### src/otrr_pkg.sv
package otrr_pkg;

  // Command codes of the configuration words
  localparam logic [7:0] OTRR_CMD_NORMAL_ON_TIME  = 8'h1E;
  localparam logic [7:0] OTRR_CMD_SOFT_START_ON   = 8'h1F;
  localparam logic [7:0] OTRR_CMD_REFERENCE_SLEW  = 8'h21;
  localparam logic [7:0] OTRR_CMD_OUTPUT_TRIM     = 8'h22;

  // Field positions
  localparam int OTRR_NORMAL_MSB    = 9;   // Normal on-time field
  localparam int OTRR_SS_INIT_MSB   = 13;  // Soft-start initial on-time field
  localparam int OTRR_SS_INIT_LSB   = 8;
  localparam int OTRR_SLEW_SEL_BIT  = 15;  // Ramp timebase select
  localparam int OTRR_STEP_MSB      = 14;  // Step interval count
  localparam int OTRR_STEP_LSB      = 8;
  localparam int OTRR_TARGET_MSB    = 7;   // Reference target code
  localparam int OTRR_TRIM_MSB      = 3;   // Trim field

  // Reset values
  localparam logic [9:0]  OTRR_RST_NORMAL     = 10'h000;
  localparam logic [15:0] OTRR_RST_SOFT_START = 16'h0000;
  localparam logic [15:0] OTRR_RST_SLEW       = 16'h0000;
  localparam logic [3:0]  OTRR_RST_TRIM       = 4'h0;

  // Timing, in picoseconds, and derived cycle counts
  localparam int OTRR_CLK_PERIOD_PS = 25000;
  localparam int OTRR_TB_FAST_PS    = 100000;
  localparam int OTRR_TB_SLOW_PS    = 1000000;
  localparam int OTRR_TB_FAST_CYC   = OTRR_TB_FAST_PS / OTRR_CLK_PERIOD_PS;
  localparam int OTRR_TB_SLOW_CYC   = OTRR_TB_SLOW_PS / OTRR_CLK_PERIOD_PS;

  // Soft-start sequencer states
  typedef enum logic [1:0] {
    OTRR_SS_IDLE,
    OTRR_SS_RAMP,
    OTRR_SS_DONE
  } otrr_ss_state_t;

endpackage

### src/otrr_pacer.sv
`timescale 1ns/1ps
module otrr_pacer
  import otrr_pkg::*;
#(
  parameter int unsigned DIV = 4  // Cycles per tick
) (
  input  wire logic clock,  // System clock
  input  wire logic arst_n, // Async reset, active low
  input  wire logic ce,     // Clock enable
  output logic      tick    // One-cycle pulse every DIV cycles
);

  localparam int CW = (DIV > 1) ? $clog2(DIV) : 1;
  localparam logic [CW-1:0] LAST = CW'(DIV - 1);

  logic [CW-1:0] count_reg;  // Cycle counter
  logic [CW-1:0] count_next;
  logic          tick_reg;   // Registered tick
  logic          tick_next;

  // Next count and tick
  always_comb begin
    count_next = count_reg;
    tick_next  = 1'b0;
    if (count_reg == LAST) begin
      count_next = '0;
      tick_next  = 1'b1;
    end else begin
      count_next = count_reg + 1'b1;
    end
  end

  // Register, frozen while ce is low
  always_ff @(posedge clock or negedge arst_n) begin
    if (!arst_n) begin
      count_reg <= '0;
      tick_reg  <= 1'b0;
    end else if (ce) begin
      count_reg <= count_next;
      tick_reg  <= tick_next;
    end
  end

  assign tick = tick_reg & ce;

endmodule

### src/otrr_top.sv
`timescale 1ns/1ps
// Function
// - Normal on-time is (field+1) times 5 ns
// - Normal on-time ends soft start, open loop
// - Soft-start start from bits 13:8 only
// - Soft start begins at (field+1) times 5 ns
// - Soft-start reserved bits stored, no effect
// - Normal 15:10, trim 7:4 read-only undefined
// - Bit 15 selects 1 us or 0.1 us
// - One reference step per count times timebase, one per tick for count 0
// - Target code is 6.25 mV per LSB
// - Ramped reference feeds setpoint and thresholds
// - Error is target*4 plus trim minus sense
// - Sense sample is 10-bit conversion result
// - Trim adds 1.5625 mV per step
// - Soft start ramps up to normal on-time
module otrr_top
  import otrr_pkg::*;
(
  input  wire logic        clock,                       // 40 MHz system clock
  input  wire logic        arst_n,                      // Async reset, active low
  input  wire logic        ce,                          // Clock enable
  input  wire logic        cmd_wr,                      // Command write strobe
  input  wire logic        cmd_rd,                      // Command read strobe
  input  wire logic [7:0]  cmd_code,                    // Command code
  input  wire logic [15:0] cmd_wdata,                   // Write data word
  output logic      [15:0] cmd_rdata,                   // Read data word
  output logic             cmd_rvalid,                  // Read data valid pulse
  output logic             cmd_known,                   // Code is mapped
  input  wire logic        run_enable,                  // Converter running request
  input  wire logic        open_loop,                   // Open-loop operation
  input  wire logic [9:0]  output_sense_input,          // Sense conversion result
  input  wire logic        sense_valid,                 // New sense sample
  output logic      [9:0]  ontime_code,                 // Active on-time code, 5 ns units
  output logic             soft_start_active,           // Soft start ramping
  output logic             soft_start_done,             // Soft start complete
  output logic      [7:0]  voltage_reference_code,      // Ramped reference code
  output logic      [7:0]  overvoltage_threshold_base,  // OV threshold base
  output logic      [7:0]  undervoltage_threshold_base, // UV threshold base
  output logic      [7:0]  loop_setpoint,               // Closed-loop setpoint
  output logic signed [11:0] loop_error,                // DC loop error
  output logic             loop_error_valid             // Error updated pulse
);

  // Configuration storage
  logic [9:0]  normal_on_time_reg;      // Normal on-time field
  logic [9:0]  normal_on_time_next;
  logic [15:0] soft_start_on_time_reg;  // Whole soft-start word
  logic [15:0] soft_start_on_time_next;
  logic [15:0] reference_slew_reg;      // Whole slew control word
  logic [15:0] reference_slew_next;
  logic [3:0]  output_trim_reg;         // Trim field
  logic [3:0]  output_trim_next;
  logic [15:0] rdata_reg;               // Read data
  logic [15:0] rdata_next;
  logic        rvalid_reg;              // Read valid
  logic        rvalid_next;

  // Decoded fields
  logic [5:0]  soft_start_initial_on_time;  // Starting on-time
  logic        timebase_slow;               // Ramp timebase select
  logic [6:0]  reference_step_interval;     // Ticks per step
  logic [7:0]  reference_target_code;       // Target code

  // Timebase ticks
  logic tick_fast;  // 0.1 us
  logic tick_slow;  // 1 us
  logic tick_ref;   // Selected ramp timebase

  // Reference ramp state
  logic [7:0] ref_code_reg;   // Ramped reference
  logic [7:0] ref_code_next;
  logic [6:0] step_cnt_reg;   // Timebase ticks since last step
  logic [6:0] step_cnt_next;

  // Soft-start state
  otrr_ss_state_t ss_state_reg;   // Sequencer state
  otrr_ss_state_t ss_state_next;
  logic [9:0]     ss_ontime_reg;  // Ramping on-time
  logic [9:0]     ss_ontime_next;

  // Loop error state
  logic signed [11:0] err_reg;    // Registered error
  logic signed [11:0] err_next;
  logic               errv_reg;   // Error valid
  logic               errv_next;

  // Field extraction
  // initial on-time field
  assign soft_start_initial_on_time =
    soft_start_on_time_reg[OTRR_SS_INIT_MSB:OTRR_SS_INIT_LSB];
  assign timebase_slow           = reference_slew_reg[OTRR_SLEW_SEL_BIT];
  assign reference_step_interval = reference_slew_reg[OTRR_STEP_MSB:OTRR_STEP_LSB];
  assign reference_target_code   = reference_slew_reg[OTRR_TARGET_MSB:0];

  // Command decode
  always_comb begin
    cmd_known = 1'b1;
    case (cmd_code)
      OTRR_CMD_NORMAL_ON_TIME: cmd_known = 1'b1;
      OTRR_CMD_SOFT_START_ON:  cmd_known = 1'b1;
      OTRR_CMD_REFERENCE_SLEW: cmd_known = 1'b1;
      OTRR_CMD_OUTPUT_TRIM:    cmd_known = 1'b1;
      default:                 cmd_known = 1'b0;
    endcase
  end

  // Register writes and reads, next values
  always_comb begin
    normal_on_time_next     = normal_on_time_reg;
    soft_start_on_time_next = soft_start_on_time_reg;
    reference_slew_next     = reference_slew_reg;
    output_trim_next        = output_trim_reg;
    rdata_next              = rdata_reg;
    rvalid_next             = 1'b0;
    if (cmd_wr) begin
      case (cmd_code)
        OTRR_CMD_NORMAL_ON_TIME: begin
          normal_on_time_next = cmd_wdata[OTRR_NORMAL_MSB:0];
        end
        OTRR_CMD_SOFT_START_ON: begin
          soft_start_on_time_next = cmd_wdata;
        end
        OTRR_CMD_REFERENCE_SLEW: begin
          reference_slew_next = cmd_wdata;
        end
        OTRR_CMD_OUTPUT_TRIM: begin
          output_trim_next = cmd_wdata[OTRR_TRIM_MSB:0];
        end
        default: begin
          // Unmapped write ignored
        end
      endcase
    end
    if (cmd_rd) begin
      rvalid_next = 1'b1;
      case (cmd_code)
        OTRR_CMD_NORMAL_ON_TIME: rdata_next = {6'h00, normal_on_time_reg};
        OTRR_CMD_SOFT_START_ON:  rdata_next = soft_start_on_time_reg;
        OTRR_CMD_REFERENCE_SLEW: rdata_next = reference_slew_reg;
        OTRR_CMD_OUTPUT_TRIM:    rdata_next = {12'h000, output_trim_reg};
        default:                 rdata_next = 16'h0000;
      endcase
    end
  end

  // Register file storage
  always_ff @(posedge clock or negedge arst_n) begin
    if (!arst_n) begin
      normal_on_time_reg     <= OTRR_RST_NORMAL;
      soft_start_on_time_reg <= OTRR_RST_SOFT_START;
      reference_slew_reg     <= OTRR_RST_SLEW;
      output_trim_reg        <= OTRR_RST_TRIM;
      rdata_reg              <= 16'h0000;
      rvalid_reg             <= 1'b0;
    end else if (ce) begin
      normal_on_time_reg     <= normal_on_time_next;
      soft_start_on_time_reg <= soft_start_on_time_next;
      reference_slew_reg     <= reference_slew_next;
      output_trim_reg        <= output_trim_next;
      rdata_reg              <= rdata_next;
      rvalid_reg             <= rvalid_next;
    end
  end

  assign cmd_rdata  = rdata_reg;
  assign cmd_rvalid = rvalid_reg;

  // Timebase generators
  otrr_pacer #(.DIV(OTRR_TB_FAST_CYC)) u_pace_fast (
    .clock  (clock),
    .arst_n (arst_n),
    .ce     (ce),
    .tick   (tick_fast)
  );

  otrr_pacer #(.DIV(OTRR_TB_SLOW_CYC)) u_pace_slow (
    .clock  (clock),
    .arst_n (arst_n),
    .ce     (ce),
    .tick   (tick_slow)
  );

  assign tick_ref = timebase_slow ? tick_slow : tick_fast;

  // Reference ramp, next values
  always_comb begin
    ref_code_next = ref_code_reg;
    step_cnt_next = step_cnt_reg;
    if (ref_code_reg == reference_target_code) begin
      step_cnt_next = 7'h00;
    end else if (tick_ref) begin
      if (step_cnt_reg + 7'h01 >= reference_step_interval) begin
        step_cnt_next = 7'h00;
        if (ref_code_reg < reference_target_code) begin
          ref_code_next = ref_code_reg + 8'h01;
        end else begin
          ref_code_next = ref_code_reg - 8'h01;
        end
      end else begin
        step_cnt_next = step_cnt_reg + 7'h01;
      end
    end
  end

  // Reference ramp storage
  always_ff @(posedge clock or negedge arst_n) begin
    if (!arst_n) begin
      ref_code_reg <= 8'h00;
      step_cnt_reg <= 7'h00;
    end else if (ce) begin
      ref_code_reg <= ref_code_next;
      step_cnt_reg <= step_cnt_next;
    end
  end

  // ramped reference to loop and thresholds
  assign voltage_reference_code      = ref_code_reg;
  assign loop_setpoint               = ref_code_reg;
  assign overvoltage_threshold_base  = ref_code_reg;
  assign undervoltage_threshold_base = ref_code_reg;

  // Soft-start sequencer, next values
  always_comb begin
    ss_state_next  = ss_state_reg;
    ss_ontime_next = ss_ontime_reg;
    case (ss_state_reg)
      OTRR_SS_IDLE: begin
        ss_ontime_next = {4'h0, soft_start_initial_on_time};
        if (run_enable && !open_loop) begin
          ss_state_next = OTRR_SS_RAMP;
        end
      end
      OTRR_SS_RAMP: begin
        if (!run_enable) begin
          ss_state_next = OTRR_SS_IDLE;
        end else if (ss_ontime_reg >= normal_on_time_reg) begin
          ss_ontime_next = normal_on_time_reg;
          ss_state_next  = OTRR_SS_DONE;
        end else if (tick_fast) begin
          ss_ontime_next = ss_ontime_reg + 10'h001;
        end
      end
      OTRR_SS_DONE: begin
        ss_ontime_next = normal_on_time_reg;
        if (!run_enable) begin
          ss_state_next = OTRR_SS_IDLE;
        end
      end
      default: begin
        ss_state_next = OTRR_SS_IDLE;
      end
    endcase
  end

  // Soft-start storage
  always_ff @(posedge clock or negedge arst_n) begin
    if (!arst_n) begin
      ss_state_reg  <= OTRR_SS_IDLE;
      ss_ontime_reg <= 10'h000;
    end else if (ce) begin
      ss_state_reg  <= ss_state_next;
      ss_ontime_reg <= ss_ontime_next;
    end
  end

  // Active on-time selection
  always_comb begin
    if (open_loop) begin
      ontime_code = normal_on_time_reg;
    end else if (ss_state_reg == OTRR_SS_RAMP) begin
      // initial field only in soft start
      ontime_code = ss_ontime_reg;
    end else begin
      ontime_code = normal_on_time_reg;
    end
  end

  assign soft_start_active = (ss_state_reg == OTRR_SS_RAMP);
  assign soft_start_done   = (ss_state_reg == OTRR_SS_DONE);

  // Loop error, next values
  always_comb begin
    err_next  = err_reg;
    errv_next = 1'b0;
    if (sense_valid) begin
      err_next = $signed({2'b00, reference_target_code, 2'b00})
               + $signed({8'h00, output_trim_reg})
               - $signed({2'b00, output_sense_input});
      errv_next = 1'b1;
    end
  end

  // Loop error storage
  always_ff @(posedge clock or negedge arst_n) begin
    if (!arst_n) begin
      err_reg  <= 12'sh000;
      errv_reg <= 1'b0;
    end else if (ce) begin
      err_reg  <= err_next;
      errv_reg <= errv_next;
    end
  end

  assign loop_error       = err_reg;
  assign loop_error_valid = errv_reg;

endmodule

### config.mk
export PLATFORM = sky130hd
export DESIGN_NAME = otrr_top
export DESIGN_NICKNAME = d
export VERILOG_FILES = /design/src/otrr_pkg.sv /design/src/otrr_pacer.sv /design/src/otrr_top.sv
export SDC_FILE = /design/constraint.sdc
export NUM_CORES = 1
export LEC_CHECK = 0
export BUFFER_PORTS_ARGS = -buffer_cell sky130_fd_sc_hd__clkbuf_2
export CORE_MARGIN = 2
export CORE_UTILIZATION = 48
export DETAILED_ROUTE_END_ITERATION = 6
export PLACE_DENSITY = 0.82
export SETUP_SLACK_MARGIN = 0.02
export SLEW_MARGIN = 25
export SYNTH_ARGS = -nofsm -noshare
export SYNTH_HDL_FRONTEND = slang
export SYNTH_SLANG_ARGS = --single-unit
### constraint.sdc
create_clock -name clock -period 5.56 [get_ports clock]
set_input_delay 0.834 -clock clock [delete_from_list [all_inputs] [get_ports clock]]
set_output_delay 0.834 -clock clock [all_outputs]
set_load 0.02 [all_outputs]
==> impl_results.md, run 1 <==
* Cell area after synthesis at 6887 sq um
* CTS hold repair buffers at 0
* Syn nets at 797
* Total GRT Usage at 22.64%
* Peak VDD IR at 194.9 uV
* Gpl congestion at 0.9132
* WHS Endpoint: loop_error[7]
* DP Wirelength at 12.13 mm
* Fillers at 1179
* DRC violation count after routing at 0
* Vias per inst at 5.719
* Critical path class: flop to output port
* R2r setup slk at 2.23 ns
* Sum Neg Setup Slack at 0 ns
* Worst reg-to-reg path cell count at 12
* Delay-heaviest family, CP: simple AND/OR/NAND/NOR gates
* Final hold viol count at 0
* Via count of the first global-routing pass at 5256
* Worst-path clk slew at 0.05 ns
* Cts repair resizes at 0
* Worst-path fanout max at 19
* Most frequent CP cell: inv_1
* Critical path buffers and inverters at 3
* CTS root buf: clkbuf_16
* Fin nets at 886
* Leak at 3.904 nW
* Top_reg_cell synth: dfrtp_1
* Min-delay worst type: flop to flop
* Starting Density at 49.42%
* H-tree depth at 4
* Port Buf Inserts at 116
* Post-synth EDFFs at 0
* Commonest non-fill, non-tap cell in the layout: clkbuf_2
* Yosys warnings at 0
* Final setup viols at 0
* Initial antenna violation count at 0
* Min Clock Period, post-route at 3.603 ns
* Core area at 13930 sq um
* Die W at 123.8 um
* Post-CTS setup buffer count at 0
* Total CTS buffers at 17
* CP Cell Sequence: inv_1 -> ha_1 -> inv_1 -> nor2_1 -> mux2_2 -> clkbuf_2
* Antenna diodes at 0
* Drt wl/cell at 16.82 um
* Post-synth cell types at 54
* Critical Path AT at 2.77 ns
* Worst R2R End: loop_setpoint[7]
* First-pass GRT wire length at 26.56 mm
* Fraction of synthesis flops using an asynchronous set or reset pin at 100.0%
* Initial drt markers at 495
* Clk Latency, worst-skew pair at 0.42 ns
* Layout cell share with drive strength beyond 1 at 23.89%
* I/O Pins at 117
* Area Growth Syn to Fin at 14.84%
* Clock Skew at 0.006368 ns
* Routed vias at 5553
* Max Transition Viols Final at 0
* P per Cell Area at 430.5 nW/um^2
* Die height at 123.8 um
* Hold Path Depth at 2
* Row cnt at 43
* Max Clk Rate at 0.2776 GHz
* Number of max-cap violations at 0
* Most frequent cells in the layout: clkbuf_2, dfrtp_1, nand2_1, inv_1, ha_1
* Die area at 15320 sq um
* Remaining global-route overflow at 0
* Crit share post-route at 64.80%
* Worst slew pin tran at 0.9888 ns
* Crit path largest cell delay at 0.76 ns
* Start of the worst register-to-register path: loop_setpoint[1]
* Critical Path Sink Type: output port
* Worst path required time at 4.73 ns
* Synth Area per Inst at 9.923 sq um
* Total Wirelength at 16.34 mm
* Cell with the largest stage delay on the worst path: nor2_1
* Sequential area share after synthesis at 41.06%
* CTS tree: done
* Worst slew margin at 34.08%
* Tot Pwr at 3.405 mW
* Largest net degree at the start of global routing at 62
* Seq cells post-synth at 113
* Hold wc startpoint: loop_error[7]
* RSZ-0062 raised after global routing: false
* Status: complete, no violations
* CTS sink count at 113
* Buffer depth of the longest clock path at 2
* Final ANT Viol Nets at 0
* DR pass1 iterations at 6
* Cells after Synth at 694
* Critical Path Source Type: flop
-- worst min-delay path, cell delays in order, from the launching register on --
cell,delay [ns]
dfrtp_1,0.34
nand2_1,0.05
o31ai_1,0.05
-- routing by layer --
metal  GRT usage [%]  part of all wire, %
met1           29.96                   45
met2           37.57                   48
met3           5.403                  5.5
met4           5.611                  1.3
met5               0                    0
-- logic make-up (layout without fill, tap and decap cells) --
family	after synthesis	in the layout	share of synthesized area (%)
flops	113	113	41.06
compound gates	169	169	16.37
buf+inv	107	204	7.449
simple gates	171	171	11.94
fa+ha+maj	61	61	11.63
mux	48	48	8.376
xor+xnor	25	25	3.180
-- worst max-delay path by stage --
stage                                start               end  slack, ns  cells past startpoint
after floorplan           loop_setpoint[1]  loop_setpoint[7]       2.39                     12
after global placement    loop_setpoint[1]  loop_setpoint[7]       2.30                     12
after detailed placement  loop_setpoint[1]  loop_setpoint[7]       2.22                     12
after CTS                  ss_state_reg[1]    ontime_code[0]       1.94                      6
after global routing       ss_state_reg[1]    ontime_code[0]       1.74                      6
final                      ss_state_reg[1]    ontime_code[0]       1.96                      6
-- metrics by stage --
stage / worst slack, ns / instances / utilization, % / cell area [sq um] / hold WS [ns]
2_1_floorplan: 2.385 / 694 / - / 6887 / 0.4482
3_3_place_gp: 2.303 / 944 / 53.21 / 7415 / 0.4639
3_5_place_dp: 2.219 / 944 / 53.21 / 7415 / 0.4633
4_1_cts: 1.943 / 971 / 56.76 / 7909 / 0.4755
5_1_grt: 1.739 / 971 / 56.76 / 7909 / 0.5023
6_report: 1.957 / 971 / 56.76 / 7909 / 0.4734
-- cells in the mapped netlist (all sizes together), types with 11 or more instances --
cell type / n / share of area, %
nand4: 11 / 1.0
inv: 60 / 3.3
nand3: 25 / 2.0
mux2: 47 / 8.2
a21oi: 22 / 1.6
buf: 33 / 3.4
ha: 56 / 10
xnor2: 15 / 1.9
nor2: 41 / 2.2
o21ai: 55 / 4.0
dfrtp: 113 / 41
nand2: 60 / 3.3
clkbuf: 14 / 0.76
a221oi: 13 / 1.7
-- cell type report --
class	count	area [sq um]	share of cell area [%]
clock inverters	1	5.005	0.06328
repair buffers	117	590.6	7.467
clock buffers	26	489.2	6.186
flip-flops and latches	113	2828	35.75
well taps	180	225.2	2.848
multi-input cells	474	3546	44.83
inverters	60	225.2	2.848
-- power breakdown --
group	switching [mW]	internal, mW
combinational	0.825	0.524
sequential	0.162	0.956
clock	0.349	0.589
total	1.34	2.07
Note: power is estimated with default switching activity, not from simulation.
==> inputs of run 2 (changes only) <==
--- a/config.mk
+++ b/config.mk
@@ -9,7 +9,7 @@
 export CORE_MARGIN = 2
 export CORE_UTILIZATION = 48
 export DETAILED_ROUTE_END_ITERATION = 6
-export PLACE_DENSITY = 0.82
+export PLACE_DENSITY = 0.85
 export SETUP_SLACK_MARGIN = 0.02
 export SLEW_MARGIN = 25
 export SYNTH_ARGS = -nofsm -noshare
==> constraint.sdc (replaced) <==
create_clock -name clock -period 3.2 [get_ports clock]
set_input_delay 0.48 -clock clock [delete_from_list [all_inputs] [get_ports clock]]
set_output_delay 0.48 -clock clock [all_outputs]
set_load 0.02 [all_outputs]
==> run 2 against run 1 <==
Compared with the run above:
- the run now ends with negative setup slack left
- register-to-register slack got worse by 2.2 ns
- sequential power up 70%
- setup slack got worse by 2.0 ns
==> impl_results.md, run 2 (same netlist as run 1, synthesis figures left out) <==
* Worst R2R End: loop_setpoint[7]
* Commonest non-fill, non-tap cell in the layout: clkbuf_2
* Status: finished with violations
* CTS sink count at 113
* Core area at 13930 sq um
* Failing checks: negative setup slack
* Dpl cells at 969
* Crit share post-route at 100.6%
* Clk Latency, worst-skew pair at 0.42 ns
* Fin nets at 919
* Most frequent cells in the layout: clkbuf_2, dfrtp_1, nand2_1, inv_1, o21ai_0
* Starting Density at 49.42%
* I/O Pins at 117
* Min-delay worst type: primary input to asynchronous set/reset pin
* CTS tree: done
* Critical path class: flop to flop
* Start of the worst register-to-register path: reference_slew_reg[1]
* Final instance area at 8300 sq um
* Max Clk Rate at 0.3107 GHz
* Die height at 123.8 um
* Final setup viols at 1
* Multi-input gate area at 3615 sq um
* DP Wirelength at 12.90 mm
* Worst slew pin tran at 0.8326 ns
* Critical Path Source Type: flop
* Final ANT Viol Nets at 0
* Die area at 15320 sq um
* Min Clock Period, post-route at 3.219 ns
* Drt wl/cell at 18.02 um
* Worst slew margin at 44.50%
* Worst reg-to-reg path cell count at 13
* Max Transition Viols Final at 0
* First-pass GRT wire length at 28.70 mm
* Total CTS buffers at 17
* Placement Cell Area at 7602 sq um
* Remaining global-route overflow at 0
* Vias per inst at 5.911
* Largest net degree at the start of global routing at 66
* Post-route insts no fill at 1009
* Die W at 123.8 um
* CTS hold repair buffers at 0
* Port Buf Inserts at 116
* Clock Skew at 0.01008 ns
* CTS root buf: clkbuf_16
* R2r setup slk at -0.02 ns
* Number of max-cap violations at 0
* Final hold viol count at 0
* Post-route setup slack at -0.01858 ns
* H-tree depth at 4
* Worst-path fanout max at 6
* Fillers at 1070
* DR pass1 iterations at 7
* Layout cell share with drive strength beyond 1 at 29.07%
* Buffer depth of the longest clock path at 2
* Initial drt markers at 498
* Worst-path clk slew at 0.05 ns
* Antenna diodes at 0
* Critical Path AT at 3.56 ns
* Critical Path Sink Type: flop
* Leak at 4.104 nW
* Routed vias at 5964
* RSZ-0062 raised after global routing: true
* Via count of the first global-routing pass at 5709
* Pre-CTS setup slack at -0.09793 ns
* DRC violation count after routing at 0
* Total Wirelength at 18.19 mm
* Area Growth Syn to Fin at 20.53%
* Sequential Area at 2828 sq um
* Peak VDD IR at 514.8 uV
* Row cnt at 43
* Total GRT Usage at 24.31%
* Gpl congestion at 0.9218
* Initial antenna violation count at 0
* P per Cell Area at 798.1 nW/um^2
* Worst path required time at 3.54 ns
run 2: cell count changes in the layout (fill, tap and decap cells not counted), sizes merged:
| cell | delta |
|---|---|
| buf | +33 |
| clkinv | +4 |
| clkbuf | -3 |
| bufinv | +1 |
| clkinvlp | +3 |
run 2: worst max path at each step:
stage                                     start               end  slack [ns]  cells after the start
after detailed placement  reference_slew_reg[1]  loop_setpoint[7]        -0.1                     13
final                     reference_slew_reg[1]  loop_setpoint[7]       -0.02                     13
after global placement    reference_slew_reg[1]  loop_setpoint[7]        0.01                     13
after floorplan                loop_setpoint[1]  loop_setpoint[7]        0.03                     12
after CTS                 reference_slew_reg[1]  loop_setpoint[7]       0.007                     13
after global routing      reference_slew_reg[1]  loop_setpoint[7]       -0.16                     13
run 2: stage by stage:
| step | power [mW] | TNS (ns) | utilization [%] | hold WS [ns] |
|---|---|---|---|---|
| after floorplan | 3.804 | 0 | - | 0.1844 |
| after global placement | 4.346 | 0 | 54.56 | 0.4633 |
| after detailed placement | 4.453 | -0.1029 | 54.56 | 0.4702 |
| after CTS | 6.441 | 0 | 59.16 | 0.1956 |
| after global routing | 7.017 | -0.1555 | 59.57 | 0.2313 |
| final | 6.625 | -0.01858 | 59.57 | 0.1478 |
run 2: timing repair:
| item | CTS | global route |
|---|---|---|
| pin swaps | 3 | 6 |
| endpoints found under the setup margin | 2 | 2 |
| resized for setup | 7 | 3 |
| buffers inserted | 3 | 5 |
run 2: critical path: stages (launching register included):
cell,delay (ns)
dfrtp_1,0.39
inv_2,0.10
ha_4,0.21
nor2b_1,0.13
o211ai_1,0.22
a21oi_2,0.11
or3_4,0.45
ha_1,0.30
a21oi_1,0.07
o211ai_1,0.28
o41ai_1,0.12
or4_1,0.45
a21oi_2,0.15
xor2_1,0.15
run 2: power breakdown:
part	total (mW)	internal [mW]	switching [mW]	leakage [nW]
clock network	1.82	1.14	0.672	0.275
logic	2.91	1.23	1.68	2.40
registers	1.90	1.66	0.239	1.43
run 2: final cells by class:
| type | instances | area share, % |
|---|---|---|
| clock buffers | 23 | 5.879 |
| multi-input cells | 474 | 43.55 |
| repair buffers | 150 | 10.10 |
| inverters | 60 | 2.713 |
| well taps | 180 | 2.713 |
| flip-flops and latches | 113 | 34.07 |
| clock inverters | 9 | 0.9798 |
run 2: routing by layer:
layer	global-route usage, %	part of all wire [%]
met5	0	0
met1	31.52	41
met4	9.943	2.7
met3	5.449	8.4
met2	39.46	48
